--- src/dsc_defs.svh ---
// register indices, field positions, reset values and codes of the channel control
`ifndef DSC_DEFS_SVH
`define DSC_DEFS_SVH
// address width in bits; byte address is four times the register index
`define DSC_AW 10
`define DSC_IDX_CHSEL 8'h3f
`define DSC_IDX_CHANNEL_CONTROL_A 8'h40
`define DSC_IDX_CHANNEL_CONTROL_B 8'h44
`define DSC_IDX_BLOCK_TRANSFER_CTL 8'h48
`define DSC_IDX_WRITEBACK_BASE_ADDRESS 8'h0e
`define DSC_IDX_IRQMASK 8'h4d
`define DSC_IDX_IRQFLAG 8'h4e
`define DSC_IDX_STATE 8'h4f
// channel control a
`define DSC_A_CHANNEL_SOFT_RESET 0
`define DSC_A_EN 1
// channel control b
`define DSC_B_EVENT_ACTION_LSB 0
`define DSC_B_EVENT_INPUT_ENABLE 3
`define DSC_B_CMD_LSB 24
// block transfer control: block action at bits 4:3
`define DSC_BT_BACT_LSB 3
// irq flag and mask: suspend flag
`define DSC_IRQ_SUSPEND_FLAG 2
// channel state
`define DSC_ST_DISPEND 0
`define DSC_ST_FETCH_ERROR 1
`define DSC_ST_SUSPEND_FLAG 2
`define DSC_ST_SKIP 3
// command codes
`define DSC_CMD_NO_ACTION 2'h0
`define DSC_CMD_SUSPEND 2'h1
`define DSC_CMD_RESUME 2'h2
// reset values
`define DSC_RST_CHSEL 4'h0
`define DSC_RST_WRB 32'h0000_0000
// axi responses
`define DSC_RESP_OKAY 2'h0
`define DSC_RESP_SLVERR 2'h2
`endif

--- src/dsc_pkg.sv ---
// types shared by the dma channel suspend control
`include "dsc_defs.svh"
package dsc_pkg;
	typedef enum logic [1:0] {
		DSC_NO_ACTION = `DSC_CMD_NO_ACTION,
		DSC_SUSPEND = `DSC_CMD_SUSPEND,
		DSC_RESUME = `DSC_CMD_RESUME
	} dsc_cmd_t;
	typedef logic [7:0] dsc_idx_t;
endpackage

--- src/dsc_channel_ctrl.sv ---
// per-channel enable, suspend and resume control with axi4-lite registers
// Function
// RQ1: entering suspend sets the channel suspend flag and may raise the interrupt.
// RQ2: block action 0x2 or 0x3 suspends after a block; stays enabled, leaves arbitration.
// RQ3: invalid fetched descriptor suspends the channel and sets fetch error.
// RQ4: only enabled channels suspend; requests to disabled ones change nothing.
// RQ5: resume on a suspended channel continues exactly where it stopped.
// RQ6: resume before suspend is remembered and skips the next suspend; here a fetch-error suspend is not skipped, only a software or block-action one.
// RQ7: event inputs exist only on the lowest-numbered channels.
// RQ8: software sets up events and event input enable; no-action gives no response.
// RQ9: software keeps the write-back base address 128-bit aligned.
// RQ10: a 4-bit channel select picks the channel the per-channel registers reach.
// RQ11: disabling mid-transfer keeps enable at 1 until burst ends and buffer empties.
// RQ12: writing 1 to enable enables the channel regardless of enable protection.
// RQ13: soft reset only while disabled; reads 1 while busy, then clears itself.
// RQ14: command field bits 25:24, 0 no action, 1 suspend, not enable-protected.
// RQ15: resume has its own code; the field returns to no action once taken.
// RQ16: software suspend takes effect at the next burst boundary.
//
// Chosen here: the AXI4-Lite register port.
`timescale 1ns/100ps
`include "dsc_defs.svh"
module dsc_channel_ctrl import dsc_pkg::*; #(
	parameter int NCH = 16,
	parameter int NEV = 4
) (
	input wire logic aclk,
	input wire logic aresetn,
	input wire logic ce,
	input wire logic [`DSC_AW-1:0] s_axi_awaddr,
	input wire logic s_axi_awvalid,
	output logic s_axi_awready,
	input wire logic [31:0] s_axi_wdata,
	input wire logic [3:0] s_axi_wstrb,
	input wire logic s_axi_wvalid,
	output logic s_axi_wready,
	output logic [1:0] s_axi_bresp,
	output logic s_axi_bvalid,
	input wire logic s_axi_bready,
	input wire logic [`DSC_AW-1:0] s_axi_araddr,
	input wire logic s_axi_arvalid,
	output logic s_axi_arready,
	output logic [31:0] s_axi_rdata,
	output logic [1:0] s_axi_rresp,
	output logic s_axi_rvalid,
	input wire logic s_axi_rready,
	input wire logic [NCH-1:0] burst_busy,
	input wire logic [NCH-1:0] buf_empty,
	input wire logic [NCH-1:0] burst_end,
	input wire logic [NCH-1:0] block_end,
	input wire logic [NCH-1:0] desc_fetched,
	input wire logic [NCH-1:0] desc_valid,
	input wire logic [NEV-1:0] ev_in,
	output logic [NCH-1:0] ch_enable,
	output logic [NCH-1:0] ch_arb_ok,
	output logic [NCH-1:0] ch_abort,
	output logic [NEV-1:0] ev_trig,
	output logic [31:0] writeback_base_address,
	output logic irq
);
	logic aw_ok_ff, w_ok_ff, bvalid_ff, rvalid_ff;
	logic [`DSC_AW-1:0] awaddr_ff;
	logic [31:0] wdata_ff, rdata_ff;
	logic [3:0] wstrb_ff;
	logic [1:0] bresp_ff, rresp_ff;
	logic [3:0] chsel_ff;
	logic [31:0] wrb_ff;
	logic [NCH-1:0] en_ff, dis_pend_ff, suspend_flag_ff, skip_ff, fetch_error_ff, rst_busy_ff;
	logic [NCH-1:0] abort_ff, event_input_enable_ff, flag_ff, mask_ff;
	dsc_cmd_t cmd_ff [NCH];
	logic [2:0] event_action_ff [NCH];
	logic [1:0] bact_ff [NCH];
	logic [NEV-1:0] ev_trig_ff;
	logic wr_do, rd_do, wr_a, wr_b, wr_bt, wr_mask, rd_clr;
	dsc_idx_t wr_idx, rd_idx;
	logic [NCH-1:0] sel_oh, go_suspend_flag, use_skip, cmd_take, is_resume;
	logic [31:0] rd_mux;

	// a register index that the map answers with okay
	function automatic logic is_mapped(input dsc_idx_t idx);
		case (idx)
			`DSC_IDX_CHSEL, `DSC_IDX_CHANNEL_CONTROL_A, `DSC_IDX_CHANNEL_CONTROL_B,
			`DSC_IDX_BLOCK_TRANSFER_CTL, `DSC_IDX_WRITEBACK_BASE_ADDRESS, `DSC_IDX_IRQMASK,
			`DSC_IDX_IRQFLAG, `DSC_IDX_STATE: is_mapped = 1'b1;
			default: is_mapped = 1'b0;
		endcase
	endfunction

	// write decode happens only once address and data are both held
	always_comb begin
		wr_do = ce && aw_ok_ff && w_ok_ff && !bvalid_ff;
		rd_do = ce && s_axi_arvalid && !rvalid_ff;
		wr_idx = awaddr_ff[`DSC_AW-1:2];
		rd_idx = s_axi_araddr[`DSC_AW-1:2];
		wr_a = wr_do && wr_idx == `DSC_IDX_CHANNEL_CONTROL_A && wstrb_ff[0];
		wr_b = wr_do && wr_idx == `DSC_IDX_CHANNEL_CONTROL_B;
		wr_bt = wr_do && wr_idx == `DSC_IDX_BLOCK_TRANSFER_CTL && wstrb_ff[0];
		wr_mask = wr_do && wr_idx == `DSC_IDX_IRQMASK && wstrb_ff[0];
		rd_clr = rd_do && rd_idx == `DSC_IDX_IRQFLAG;
		for (int i = 0; i < NCH; i++) begin
			sel_oh[i] = (chsel_ff == 4'(i)); // [RQ10]
		end
	end

	// suspend requests per channel; a fresh resume acts as a pending skip
	always_comb begin
		logic cmd_suspend_flag, req_soft, req_fetch_error, skip_eff;
		cmd_suspend_flag = 1'b0;
		req_soft = 1'b0;
		req_fetch_error = 1'b0;
		skip_eff = 1'b0;
		for (int i = 0; i < NCH; i++) begin
			is_resume[i] = cmd_ff[i] == DSC_RESUME; // [RQ15]
			cmd_suspend_flag = cmd_ff[i] == DSC_SUSPEND && (burst_end[i] || !burst_busy[i]); // [RQ16]
			req_soft = en_ff[i] && !suspend_flag_ff[i] &&
				((block_end[i] && bact_ff[i][1]) || cmd_suspend_flag); // [RQ2] [RQ4]
			req_fetch_error = en_ff[i] && desc_fetched[i] && !desc_valid[i]; // [RQ3] [RQ4]
			skip_eff = skip_ff[i] || is_resume[i];
			go_suspend_flag[i] = req_fetch_error || (req_soft && !skip_eff);
			use_skip[i] = req_soft && skip_eff; // [RQ6]
			cmd_take[i] = is_resume[i] || cmd_suspend_flag || (cmd_ff[i] != DSC_NO_ACTION && !en_ff[i]);
		end
	end

	// write address and data are taken in either order, response after both
	always_ff @(posedge aclk) begin
		if (!aresetn) begin
			aw_ok_ff <= 1'b0;
			w_ok_ff <= 1'b0;
			bvalid_ff <= 1'b0;
			bresp_ff <= `DSC_RESP_OKAY;
			awaddr_ff <= '0;
			wdata_ff <= '0;
			wstrb_ff <= '0;
		end else if (ce) begin
			if (s_axi_awvalid && s_axi_awready) begin
				aw_ok_ff <= 1'b1;
				awaddr_ff <= s_axi_awaddr;
			end
			if (s_axi_wvalid && s_axi_wready) begin
				w_ok_ff <= 1'b1;
				wdata_ff <= s_axi_wdata;
				wstrb_ff <= s_axi_wstrb;
			end
			if (wr_do) begin
				aw_ok_ff <= 1'b0;
				w_ok_ff <= 1'b0;
				bvalid_ff <= 1'b1;
				bresp_ff <= is_mapped(wr_idx) ? `DSC_RESP_OKAY : `DSC_RESP_SLVERR;
			end else if (bvalid_ff && s_axi_bready) begin
				bvalid_ff <= 1'b0;
			end
		end
	end

	// read answers one cycle after the address is taken
	always_ff @(posedge aclk) begin
		if (!aresetn) begin
			rvalid_ff <= 1'b0;
			rdata_ff <= '0;
			rresp_ff <= `DSC_RESP_OKAY;
		end else if (ce) begin
			if (rd_do) begin
				rvalid_ff <= 1'b1;
				rdata_ff <= rd_mux;
				rresp_ff <= is_mapped(rd_idx) ? `DSC_RESP_OKAY : `DSC_RESP_SLVERR;
			end else if (rvalid_ff && s_axi_rready) begin
				rvalid_ff <= 1'b0;
			end
		end
	end

	// read mux; a select beyond the channel count reads zero
	always_comb begin
		int s;
		s = int'(chsel_ff);
		rd_mux = '0;
		if (rd_idx == `DSC_IDX_CHSEL) begin
			rd_mux[3:0] = chsel_ff;
		end else if (rd_idx == `DSC_IDX_WRITEBACK_BASE_ADDRESS) begin
			rd_mux = wrb_ff;
		end else if (s < NCH) begin
			case (rd_idx)
				`DSC_IDX_CHANNEL_CONTROL_A: begin
					rd_mux[`DSC_A_EN] = en_ff[s]; // [RQ11]
					rd_mux[`DSC_A_CHANNEL_SOFT_RESET] = rst_busy_ff[s]; // [RQ13]
				end
				`DSC_IDX_CHANNEL_CONTROL_B: begin
					rd_mux[`DSC_B_CMD_LSB+:2] = cmd_ff[s];
					rd_mux[`DSC_B_EVENT_INPUT_ENABLE] = event_input_enable_ff[s];
					rd_mux[`DSC_B_EVENT_ACTION_LSB+:3] = event_action_ff[s];
				end
				`DSC_IDX_BLOCK_TRANSFER_CTL: rd_mux[`DSC_BT_BACT_LSB+:2] = bact_ff[s];
				`DSC_IDX_IRQMASK: rd_mux[`DSC_IRQ_SUSPEND_FLAG] = mask_ff[s];
				`DSC_IDX_IRQFLAG: rd_mux[`DSC_IRQ_SUSPEND_FLAG] = flag_ff[s];
				`DSC_IDX_STATE: begin
					rd_mux[`DSC_ST_DISPEND] = dis_pend_ff[s];
					rd_mux[`DSC_ST_FETCH_ERROR] = fetch_error_ff[s];
					rd_mux[`DSC_ST_SUSPEND_FLAG] = suspend_flag_ff[s];
					rd_mux[`DSC_ST_SKIP] = skip_ff[s];
				end
				default: rd_mux = '0;
			endcase
		end
	end

	// channel select and write-back base; alignment is left to software
	always_ff @(posedge aclk) begin
		if (!aresetn) begin
			chsel_ff <= `DSC_RST_CHSEL;
			wrb_ff <= `DSC_RST_WRB;
		end else if (ce && wr_do) begin
			if (wr_idx == `DSC_IDX_CHSEL && wstrb_ff[0]) begin
				chsel_ff <= wdata_ff[3:0]; // [RQ10]
			end
			if (wr_idx == `DSC_IDX_WRITEBACK_BASE_ADDRESS) begin
				for (int b = 0; b < 4; b++) begin
					if (wstrb_ff[b]) begin
						wrb_ff[8*b+:8] <= wdata_ff[8*b+:8]; // [RQ9]
					end
				end
			end
		end
	end

	// enable, graceful disable, soft reset and suspend state
	always_ff @(posedge aclk) begin
		if (!aresetn) begin
			en_ff <= '0;
			dis_pend_ff <= '0;
			suspend_flag_ff <= '0;
			skip_ff <= '0;
			fetch_error_ff <= '0;
			rst_busy_ff <= '0;
			abort_ff <= '0;
		end else if (ce) begin
			abort_ff <= '0;
			for (int i = 0; i < NCH; i++) begin
				if (rst_busy_ff[i]) begin
					rst_busy_ff[i] <= 1'b0; // [RQ13]
					dis_pend_ff[i] <= 1'b0;
					suspend_flag_ff[i] <= 1'b0;
					skip_ff[i] <= 1'b0;
					fetch_error_ff[i] <= 1'b0;
				end else if (wr_a && sel_oh[i] && wdata_ff[`DSC_A_EN]) begin
					en_ff[i] <= 1'b1; // [RQ12]
					dis_pend_ff[i] <= 1'b0;
					fetch_error_ff[i] <= 1'b0;
				end else if (!en_ff[i]) begin
					// a disabled channel holds no suspend state
					suspend_flag_ff[i] <= 1'b0;
					skip_ff[i] <= 1'b0;
					if (wr_a && sel_oh[i] && wdata_ff[`DSC_A_CHANNEL_SOFT_RESET]) begin
						rst_busy_ff[i] <= 1'b1; // [RQ13]
					end
				end else begin
					// the enable bit keeps reading 1 until the burst drains
					if (wr_a && sel_oh[i] && !dis_pend_ff[i]) begin
						dis_pend_ff[i] <= 1'b1; // [RQ11]
					end else if (dis_pend_ff[i] && !burst_busy[i] && buf_empty[i]) begin
						en_ff[i] <= 1'b0; // [RQ11]
						dis_pend_ff[i] <= 1'b0;
						abort_ff[i] <= 1'b1;
					end
					if (go_suspend_flag[i]) begin
						suspend_flag_ff[i] <= 1'b1; // [RQ2] [RQ3] [RQ16]
					end else if (is_resume[i] && suspend_flag_ff[i]) begin
						suspend_flag_ff[i] <= 1'b0; // [RQ5]
					end else if (is_resume[i] && !use_skip[i]) begin
						skip_ff[i] <= 1'b1; // [RQ6]
					end
					if (use_skip[i] && !is_resume[i]) begin
						skip_ff[i] <= 1'b0; // [RQ6]
					end
					if (desc_fetched[i] && !desc_valid[i]) begin
						fetch_error_ff[i] <= 1'b1; // [RQ3]
					end
				end
			end
		end
	end

	// per-channel configuration; command field ignores enable protection
	always_ff @(posedge aclk) begin
		if (!aresetn) begin
			event_input_enable_ff <= '0;
			mask_ff <= '0;
			for (int i = 0; i < NCH; i++) begin
				cmd_ff[i] <= DSC_NO_ACTION;
				event_action_ff[i] <= 3'h0;
				bact_ff[i] <= 2'h0;
			end
		end else if (ce) begin
			for (int i = 0; i < NCH; i++) begin
				if (rst_busy_ff[i]) begin
					cmd_ff[i] <= DSC_NO_ACTION;
					event_input_enable_ff[i] <= 1'b0;
					event_action_ff[i] <= 3'h0;
					bact_ff[i] <= 2'h0;
					mask_ff[i] <= 1'b0;
				end else begin
					if (wr_b && sel_oh[i] && wstrb_ff[3]) begin
						cmd_ff[i] <= dsc_cmd_t'(wdata_ff[`DSC_B_CMD_LSB+:2]); // [RQ14]
					end else if (cmd_take[i]) begin
						cmd_ff[i] <= DSC_NO_ACTION; // [RQ15]
					end
					if (wr_b && sel_oh[i] && wstrb_ff[0] && !en_ff[i]) begin
						// channels above the event range keep no event input
						event_input_enable_ff[i] <= (i < NEV) && wdata_ff[`DSC_B_EVENT_INPUT_ENABLE]; // [RQ7]
						event_action_ff[i] <= wdata_ff[`DSC_B_EVENT_ACTION_LSB+:3];
					end
					if (wr_bt && sel_oh[i]) begin
						bact_ff[i] <= wdata_ff[`DSC_BT_BACT_LSB+:2];
					end
					if (wr_mask && sel_oh[i]) begin
						mask_ff[i] <= wdata_ff[`DSC_IRQ_SUSPEND_FLAG];
					end
				end
			end
		end
	end

	// suspend flags: a new suspend wins over the clear-on-read
	always_ff @(posedge aclk) begin
		if (!aresetn) begin
			flag_ff <= '0;
		end else if (ce) begin
			for (int i = 0; i < NCH; i++) begin
				if (rst_busy_ff[i]) begin
					flag_ff[i] <= 1'b0;
				end else if (go_suspend_flag[i]) begin
					flag_ff[i] <= 1'b1; // [RQ1]
				end else if (rd_clr && sel_oh[i]) begin
					flag_ff[i] <= 1'b0;
				end
			end
		end
	end

	// event triggers only on low channels with input enabled and an action
	always_ff @(posedge aclk) begin
		if (!aresetn) begin
			ev_trig_ff <= '0;
		end else if (ce) begin
			for (int i = 0; i < NEV; i++) begin
				ev_trig_ff[i] <= ev_in[i] && event_input_enable_ff[i] && en_ff[i] &&
					(event_action_ff[i] != 3'h0); // [RQ7] [RQ8]
			end
		end
	end

	assign s_axi_awready = !aw_ok_ff && !bvalid_ff;
	assign s_axi_wready = !w_ok_ff && !bvalid_ff;
	assign s_axi_bvalid = bvalid_ff;
	assign s_axi_bresp = bresp_ff;
	assign s_axi_arready = !rvalid_ff;
	assign s_axi_rvalid = rvalid_ff;
	assign s_axi_rdata = rdata_ff;
	assign s_axi_rresp = rresp_ff;
	// suspended channels still take triggers but are kept out of arbitration
	assign ch_enable = en_ff;
	assign ch_arb_ok = en_ff & ~suspend_flag_ff & ~dis_pend_ff; // [RQ2]
	assign ch_abort = abort_ff;
	assign ev_trig = ev_trig_ff;
	assign writeback_base_address = wrb_ff;
	assign irq = |(flag_ff & mask_ff); // [RQ1]
endmodule

--- config.mk ---
export PLATFORM = sky130hd
export DESIGN_NAME = dsc_channel_ctrl
export DESIGN_NICKNAME = d
export VERILOG_FILES = /design/src/dsc_pkg.sv /design/src/dsc_channel_ctrl.sv
export VERILOG_INCLUDE_DIRS = /design/src
export SDC_FILE = /design/constraint.sdc
export NUM_CORES = 1
export LEC_CHECK = 0
export BUFFER_PORTS_ARGS = -buffer_cell sky130_fd_sc_hd__buf_2
export CAP_MARGIN = 20
export CORE_UTILIZATION = 45
export DETAILED_ROUTE_END_ITERATION = 16
export GPL_TIMING_DRIVEN = 1
export PLACE_DENSITY = 0.65
export SYNTH_ARGS = -nofsm -noshare
export SYNTH_HDL_FRONTEND = slang
export SYNTH_SLANG_ARGS = --single-unit
--- constraint.sdc ---
create_clock -name aclk -period 3.7 [get_ports aclk]
set_clock_uncertainty 0.1 [all_clocks]
set_input_delay 0.37 -clock aclk [delete_from_list [all_inputs] [get_ports aclk]]
set_output_delay 0.37 -clock aclk [all_outputs]
set_load 0.01 [all_outputs]
# Word-level counts from Yosys, hierarchy flattened
# Memories as Yosys holds them, arrays and structs flattened. A register that Yosys moved wholly into a read port is not among the register bits.
# Index checks and enable logic that the tools add are counted.
# Widths: inputs -> output; s select.
word_totals:
  out_inout_bits: 126
  n_memories: 3
  ram_bits: 112
  register_bits: 286
  input_bits: 164
  word_cells: 2587
op_classes:
  n_eq_ne: 143
  n_bitwise: 133
  n_reduce_logical: 942
  mux: 1219
  n_lt_le_gt_ge: 1
memory_table:
  columns: ["name", "words", "word_bits", "rd", "rd_clocked_by_memory_dff", "write_ports", "line_no", "source"]
  rows:
  - ["event_action_ff", 16, 3, 5, 1, 16, "dsc_channel_ctrl.sv:71", "logic [2:0] event_action_ff [NCH];"]
  - ["bact_ff", 16, 2, 17, 1, 16, "dsc_channel_ctrl.sv:72", "logic [1:0] bact_ff [NCH];"]
  - ["cmd_ff", 16, 2, 17, 1, 16, "dsc_channel_ctrl.sv:70", "dsc_cmd_t cmd_ff [NCH];"]
ops:
  columns: ["operator", "n"]
  rows:
  - ["$mux 1", 1083]
  - ["$logic_and 1x1->1", 449]
  - ["$mux 2", 83]
  - ["$reduce_and 3->1", 52]
  - ["$reduce_bool 3->1", 52]
  - ["$reduce_and 2->1", 73]
  - ["$logic_not 1->1", 132]
  - ["$ne 4x1->1 const B", 32]
  - ["$ne 4x3->1 const B", 32]
  - ["$or 1x1->1", 112]
  - ["$reduce_bool 2->1", 52]
  - ["$eq 8x7->1 const B", 12]
  - ["$logic_or 1x1->1", 96]
  - ["$mux 3", 32]
  - ["$reduce_and 5->1", 16]
  - ["$reduce_bool 4->1", 16]
  - ["$and 16x16->16", 3]
  - ["$bmux 1 s4", 9]
  - ["$eq 2x1->1 const B", 16]
  - ["$eq 2x2->1 const B", 16]
  - ["$eq 4x4->1 const B", 8]
  - ["$mux 32", 1]
  - ["$ne 2x2->1 const B", 16]
  - ["$not 16->16", 2]
  - ["other kinds (15)", 43]

# Depth between registers and ports, before layout
# Gate-level depths: netlist of run 1.
depth:
  word_depth: 15
  mapped_depth: 11
  ltp_nobuf: 11

# Worst setup path after synthesis of run 1
# No wires, ideal clock.
synth_timing:
  path_type: "input port to flip-flop"
  start: "input port burst_busy[15]"
  end: "register skip_ff[15]"
  t_arrival_ns: 2.316
  path_buffers: 0
  stages: 10
  slack_ns: 1.213
  cell_sequence: "nor2b_1 o31ai_1 nand2_1 nor2_1 ha_1 inv_1 a221o_1 a41oi_1 or4b_2 a21oi_1"
synth_via:
  elab_chain_len: 11
synth_rtl:
  columns: ["item", "line_no", "source"]
  rows:
  - ["start: declaration", "dsc_channel_ctrl.sv:47", "input wire logic [NCH-1:0] burst_busy,"]
  - ["$logic_not 1->1 *", "dsc_channel_ctrl.sv:114", "cmd_suspend_flag = cmd_ff[i] == DSC_SUSPEND && (burst_end[i] || !burst_busy[i]);"]
  - ["$logic_or 1x1->1 *", "dsc_channel_ctrl.sv:114", null]
  - ["$logic_and 1x1->1 *", "dsc_channel_ctrl.sv:114", null]
  - ["$logic_or 1x1->1 *", "dsc_channel_ctrl.sv:116", "((block_end[i] && bact_ff[i][1]) || cmd_suspend_flag);"]
  - ["$logic_and 1x1->1 *", "dsc_channel_ctrl.sv:115", "req_soft = en_ff[i] && !suspend_flag_ff[i] &&"]
  - ["$logic_and 1x1->1", "dsc_channel_ctrl.sv:120", "use_skip[i] = req_soft && skip_eff;"]
  - ["$logic_and 1x1->1", "dsc_channel_ctrl.sv:272", "if (use_skip[i] && !is_resume[i]) begin"]
  - ["$mux 1", "dsc_channel_ctrl.sv:272", null]
  - ["$mux 1", "dsc_channel_ctrl.sv:249", "end else if (!en_ff[i]) begin"]
  - ["$mux 1", "dsc_channel_ctrl.sv:245", "end else if (wr_a && sel_oh[i] && wdata_ff[`DSC_A_EN]) begin"]
  - ["$mux 1", "dsc_channel_ctrl.sv:239", "if (rst_busy_ff[i]) begin"]
  - ["end signal: indexed assignment", "dsc_channel_ctrl.sv:243", "skip_ff[i] <= 1'b0;"]
  - ["end signal: indexed assignment", "dsc_channel_ctrl.sv:252", "skip_ff[i] <= 1'b0;"]
  - ["end signal: indexed assignment", "dsc_channel_ctrl.sv:273", "skip_ff[i] <= 1'b0;"]
  - ["end: declaration", "dsc_channel_ctrl.sv:68", "logic [NCH-1:0] en_ff, dis_pend_ff, suspend_flag_ff, skip_ff, fetch_error_ff, rst_busy_ff;"]
# Every way passes the cells marked *; elsewhere a longest branch is shown, timed or not. The select of a mux whose other input is x is not followed.
# A chain may end at the register's enable or synchronous reset.

==> reports/metrics.yaml, run 1 <==
die:
  design.die.area_um2: 46000
  die_w_um: 215
  fp.coreArea_um2: 44400
  ios: 290
  die_h_um: 215
  rows: 77
  start_util: 0.458
grt:
  grt_pass1_vias: 19200
  grt_max_degree: 136
  overflow: 0
  grt_antenna_before_repair: 5
  grtUsageTotal: 0.337
  grt_pass1_wl_um: 119000
worst_setup_path:
  critPathMaxFanout: 27
  worst_setup_path_end_kind: "flip-flop"
  r2r-start: "awaddr_ff[2]"
  worstSetupPathType: "flip-flop to flip-flop"
  r2r_end: "event_action_ff[7][0]"
  r2r_slack_ps: 590
  cp_data_arrival_time_ps: 3410
  cp-start-kind: "flip-flop"
  critPathLaunch: "awaddr_ff[2]"
  crit_required_ps: 4000
  rr_worst_depth: 7
run:
  drv_cap: 0
worst_hold_path:
  whs_endpoint: "s_axi_rvalid"
  worstHoldStart: "ce"
  hold_path.class: "primary input to flip-flop"
  whs_path_depth: 4
clock_tree:
  cts_max_path_buffers: 3
  cts_tree: "built"
  cts_buffers: 43
  cts-htree-levels: 2
  post-cts-setup-buffer-count: 0
  clockRootBuffer: "clkbuf_16"
  clock_latency_ps: 600
  clock_sinks: 386
  clk_pin_slew_ps: 60
placement:
  post-place-ws_ps: 670
  dp_cells: 3127
  hpwlAfterDp_um: 56300
  place_congestion: 0.978
  port_buffers: 283
  dpl-instance-area_um2: 22500
timing:
  setup-violations-final: 0
  fin_crit_ps: 3110
  finalCritPeriodShare: 0.840
  tns_ps: 0
  hold_viol_final: 0
  achievable-frequency_mhz: 322
  worst_slew_pin_slew_ps: 1230
  worst_slack_ps: 591
  maxSlewViolCount: 0
  rsz0062_at_grt: "false"
  slew_headroom: 0.175
logic_synthesis:
  synth_top_cell_by_area: "dfxtp_1"
  synth-edff-count: 112
  ys.flop_type: "dfxtp_1"
  netlist.area_leader.share: 0.270
  yosysSeqAreaShare: 0.435
  ys_ff_latch: 386
  synth_common_cells: "nand2_1 (323), dfxtp_1 (274), nor2_1 (265)"
  async_flop_share: 0
  syn_inst: 2355
  yosysUniqueCellTypes: 75
  synthMostInstantiatedCell: "nand2_1"
  synth.avg_cell_area_um2: 8.64
  netlist_area_um2: 20300
  ys_warn_count: 0
  synth.area.top_cells: "dfxtp_1 (27%), edfxtp_1 (17%), mux4_2 (7.0%), nand2_1 (6.0%), a21oi_1 (5.3%)"
routing:
  ant_nets: 0
  drt_iter0_markers: 2901
  drt-vias-per-instance: 6.27
  vias: 20400
  drt-total-wl_um: 79300
  drc_errors: 0
  drt_pass1_iterations: 9
  routedWlPerCell_um: 24.4
finish:
  fin_nets: 2806
  area.growth.synth_to_final_pct: 19.4
  nFillCells: 4077
  final_cells: 3255
  drive_gt1_frac: 0.198
  fin_area_um2: 24300
  final_util: 0.547
power_and_ir_drop:
  p_per_area_nw_per_um2: 384
  vdd_drop_max_v: 0.000317
  p_leak_nw: 8.90
outcome:
  status: "complete, no violations"
critical path, stage by stage (launching register included):
cell     delay [ps]
dfxtp_1         370
or4b_4          590
nor2_1          210
nand2_1         560
nor2_1          250
buf_4           290
nand2_1         270
nor3_1          280
per-layer routing:
| metal | share of wire | vias to the layer above | global-route usage |
|---|---|---|---|
| met1 | 0.39 | 9685 | 0.458 |
| li1 | - | 9115 | - |
| met2 | 0.43 | 1369 | 0.504 |
| met5 | 0.00068 | - | 0 |
| met4 | 0.045 | 6 | 0.146 |
| met3 | 0.13 | 230 | 0.0895 |
timing repair:
| action | 4_1_cts | 5_1_grt |
|---|---|---|
| resized for setup | 0 | 0 |
| endpoints found under the hold margin | 46 | 0 |
| hold buffers | 46 | 0 |
cell families after synthesis:
logic type,count (synthesis),share of synthesized area
AO/OA/AOI/OAI,581,0.180
adder cells (fa/ha/maj),16,0.00984
buffers and inverters,243,0.0466
flip-flops,386,0.435
multiplexers,92,0.0841
other,1,0.000184
AND/OR/NAND/NOR,1036,0.245
how the worst max path moves through the flow:
stage,end
after floorplan,skip_ff[15]
after global placement,event_action_ff[7][1]
after detailed placement,event_action_ff[4][2]
after CTS,event_action_ff[7][0]
after global routing,event_action_ff[4][2]
final,event_action_ff[7][0]
state kept, by name, summed over array words and instances (netlist names), 4 cells and up, named ones only:
| signal | flops |
|---|---|
| event_action_ff | 48 |
| bact_ff | 32 |
| cmd_ff | 32 |
| s_axi_rdata | 32 |
| wdata_ff | 32 |
| writeback_base_address | 32 |
| ch_abort | 16 |
| ch_enable | 16 |
| dis_pend_ff | 16 |
| fetch_error_ff | 16 |
| flag_ff | 16 |
| mask_ff | 16 |
| rst_busy_ff | 16 |
| skip_ff | 16 |
| suspend_flag_ff | 16 |
| awaddr_ff | 8 |
| chsel_ff | 4 |
| ev_trig | 4 |
| event_input_enable_ff | 4 |
| wstrb_ff | 4 |
layout make-up:
class                   instances  area [um2]  area share
multi-input cells            1727       10600       0.436
flip-flops and latches        386        8850       0.365
repair buffers                403        2500       0.103
clock buffers                  60        1190      0.0491
well taps                     592         741      0.0305
inverters                      65         249      0.0103
clock inverters                20         156     0.00644
diodes                          2        5.00    0.000206
cells in the final DEF, fill, tap and decap left out, types with 31 or more instances in the layout:
cell type and count:
nor2_1 264, mux4_2 63, a31oi_1 33, nor2b_1 53
a22oi_1 38, a21oi_1 216, o31ai_1 31, o21ai_0 113
inv_1 62, edfxtp_1 112, buf_4 71, nand2_1 323
nor3_1 68, dfxtp_1 270, clkbuf_16 44, buf_2 281
dlygate4sd3_1 46, nand2b_1 49, nand3_1 100
where the power goes:
group	total (mW)	internal [mW]	switching, mW
Sequential	4.52	4.43	0.0845
Clock	4.17	2.33	1.84
Combinational	0.638	0.246	0.391
Total	9.33	7.01	2.31
stage by stage:
| step | total power [mW] | hold slack (ps) |
|---|---|---|
| after floorplan | 4.91 | 331 |
| after global placement | 5.17 | 337 |
| after detailed placement | 5.19 | 342 |
| after CTS | 9.34 | 24.3 |
| after global routing | 9.58 | 65.6 |
| final | 9.33 | 48.7 |
Note: power is estimated with default switching activity, not from simulation.
==> run 2: changes to the inputs <==
==> constraint.sdc (replaced) <==
create_clock -name aclk -period 3.1 [get_ports aclk]
set_clock_uncertainty 0.1 [all_clocks]
set_input_delay 0.31 -clock aclk [delete_from_list [all_inputs] [get_ports aclk]]
set_output_delay 0.31 -clock aclk [all_outputs]
set_load 0.01 [all_outputs]
==> reports/metrics.yaml, run 2 (synthesized netlist as in run 1, its figures left out) <==
outcome:
  status: "complete, no violations"  # unchanged
die:
  start_util: 0.458  # unchanged
  fp.coreArea_um2: 44400  # unchanged
  design.die.area_um2: 46000  # unchanged
  die_w_um: 215  # unchanged
  ios: 290  # unchanged
  rows: 77  # unchanged
  die_h_um: 215  # unchanged
clock_tree:
  post_cts_resized: 0  # unchanged
  clock_latency_ps: 600  # about the same
  cts_max_path_buffers: 3  # unchanged
  post-cts-setup-buffer-count: 0  # unchanged
  cts_tree: "built"  # unchanged
  cts_buffers: 44  # was 43
  clock_sinks: 386  # unchanged
  clk_pin_slew_ps: 60  # about the same
  clockRootBuffer: "clkbuf_16"  # unchanged
  cts_hold_buf: 58  # was 46
  cts-htree-levels: 2  # unchanged
worst_hold_path:
  worstHoldStart: "desc_valid[7]"  # was ce
  whs_endpoint: "fetch_error_ff[7]"  # was s_axi_rvalid
  whs_path_depth: 4  # unchanged
  hold_path.class: "primary input to flip-flop"  # unchanged
timing:
  tns_ps: 0  # unchanged
  rsz0062_at_grt: "false"  # unchanged
  fin_crit_ps: 2780  # was 3110 ps
  hold_viol_final: 0  # unchanged
  finalCritPeriodShare: 0.898  # was 0.840
  setup-violations-final: 0  # unchanged
  worst_slew_pin_slew_ps: 915  # was 1230 ps
  maxSlewViolCount: 0  # unchanged
  achievable-frequency_mhz: 359  # was 322 MHz
  slew_headroom: 0.390  # was 0.175
worst_setup_path:
  r2r-start: "chsel_ff[1]"  # was awaddr_ff[2]
  critPathMaxFanout: 22  # was 27
  worstSetupPathType: "flip-flop to flip-flop"  # unchanged
  crit_required_ps: 3450  # was 4000 ps
  r2r_end: "s_axi_rdata[0]"  # was event_action_ff[7][0]
  worst_setup_path_end_kind: "flip-flop"  # unchanged
  r2r_slack_ps: 320  # was 590 ps
  cp-start-kind: "flip-flop"  # unchanged
  rr_worst_depth: 6  # was 7
  cp_data_arrival_time_ps: 3130  # was 3410 ps
routing:
  routedWlPerCell_um: 24.5  # was 24.4 um
  drt_pass1_iterations: 6  # was 9
  drt-vias-per-instance: 6.25  # was 6.27
  vias: 20700  # was 20,400
  ant_nets: 0  # unchanged
  drc_errors: 0  # unchanged
  drt-total-wl_um: 81100  # was 79,300 um
  drt_iter0_markers: 2790  # was 2,901
finish:
  largest_reg_flops: 48  # unchanged
  nFillCells: 4054  # was 4,077
  largest_register: "event_action_ff"  # unchanged
  fin_nets: 2862  # was 2,806
  final_cells: 3311  # was 3,255
  layout_common_cells: "nand2_1 (323), buf_2 (281), dfxtp_1 (270)"  # unchanged
  area.growth.synth_to_final_pct: 22.3  # was 19.4%
  mostFrequentLayoutCell: "nand2_1"  # unchanged
  drive_gt1_frac: 0.213  # was 0.198
power_and_ir_drop:
  p_leak_nw: 9.24  # was 8.90 nW
  p_per_area_nw_per_um2: 469  # was 384 nW/um2
  vdd_drop_max_v: 0.000394  # was 0.000317 V
grt:
  grt_pass1_wl_um: 122000  # was 119,000 um
  grt_antenna_before_repair: 6  # was 5
  grtUsageTotal: 0.346  # was 0.337
  overflow: 0  # unchanged
  grt_pass1_vias: 19400  # was 19,200
  grt_max_degree: 144  # was 136
placement:
  dp_cells: 3170  # was 3,127
  port_buffers: 283  # unchanged
  hpwlAfterDp_um: 58000  # was 56,300 um
  place_congestion: 0.962  # was 0.978
run:
  drv_cap: 0  # unchanged
run 2: cell type report:
type	instances	area (um2)	area share
antenna	2	5.00	0.000201
multi-input combinational	1727	10600	0.426
sequential	386	8850	0.356
clock inverter	17	185	0.00745
clock buffer	64	1320	0.0531
timing repair buffer	458	2930	0.118
tap	592	741	0.0298
inverter	65	249	0.0100
run 2: critical path, cell delays in order (launching register included):
cell and delay, ps:
dfxtp_2 750, buf_4 290, mux4_2 350, mux4_2 510
nor4b_1 160, nor4_1 380, a2111oi_2 80
run 2: how the worst max path moves through the flow:
stage,from,endpoint,slack [ps]
floorplan,cmd_ff[15][0],skip_ff[15],670
global placement,chsel_ff[1],s_axi_rdata[0],330
detailed placement,chsel_ff[1],s_axi_rdata[0],350
CTS,chsel_ff[1],s_axi_rdata[0],330
global route,s_axi_bvalid,dis_pend_ff[1],200
finish,chsel_ff[1],s_axi_rdata[0],320
run 2: through the flow:
| step | setup slack (ps) | cell area, um2 | total power, mW | utilization | hold slack [ps] |
|---|---|---|---|---|---|
| floorplan | 667 | 20300 | 5.86 | - | 331 |
| global placement | 332 | 22800 | 6.18 | 0.513 | 338 |
| detailed placement | 351 | 22800 | 6.20 | 0.513 | 342 |
| CTS | 334 | 24900 | 11.7 | 0.560 | 1.47 |
| global route | 204 | 24900 | 11.9 | 0.560 | 39.3 |
| finish | 315 | 24900 | 11.7 | 0.560 | 21.7 |
run 2: power by group:
| part | switching (mW) | total [mW] | internal, mW |
|---|---|---|---|
| Clock | 2.26 | 5.48 | 3.22 |
| Combinational | 0.474 | 0.779 | 0.305 |
| Sequential | 0.104 | 5.39 | 5.29 |
| Total | 2.84 | 11.7 | 8.82 |
run 2: metal layers:
metal / wire [um] / part of all wire / GRT usage / vias up
met1: 32800 / 0.40 / 0.480 / 9984
met4: 2860 / 0.035 / 0.125 / 6
met3: 9930 / 0.12 / 0.0807 / 187
met2: 35500 / 0.44 / 0.524 / 1307
li1: - / - / - / 9213
met5: 43 / 0.00053 / 0 / -
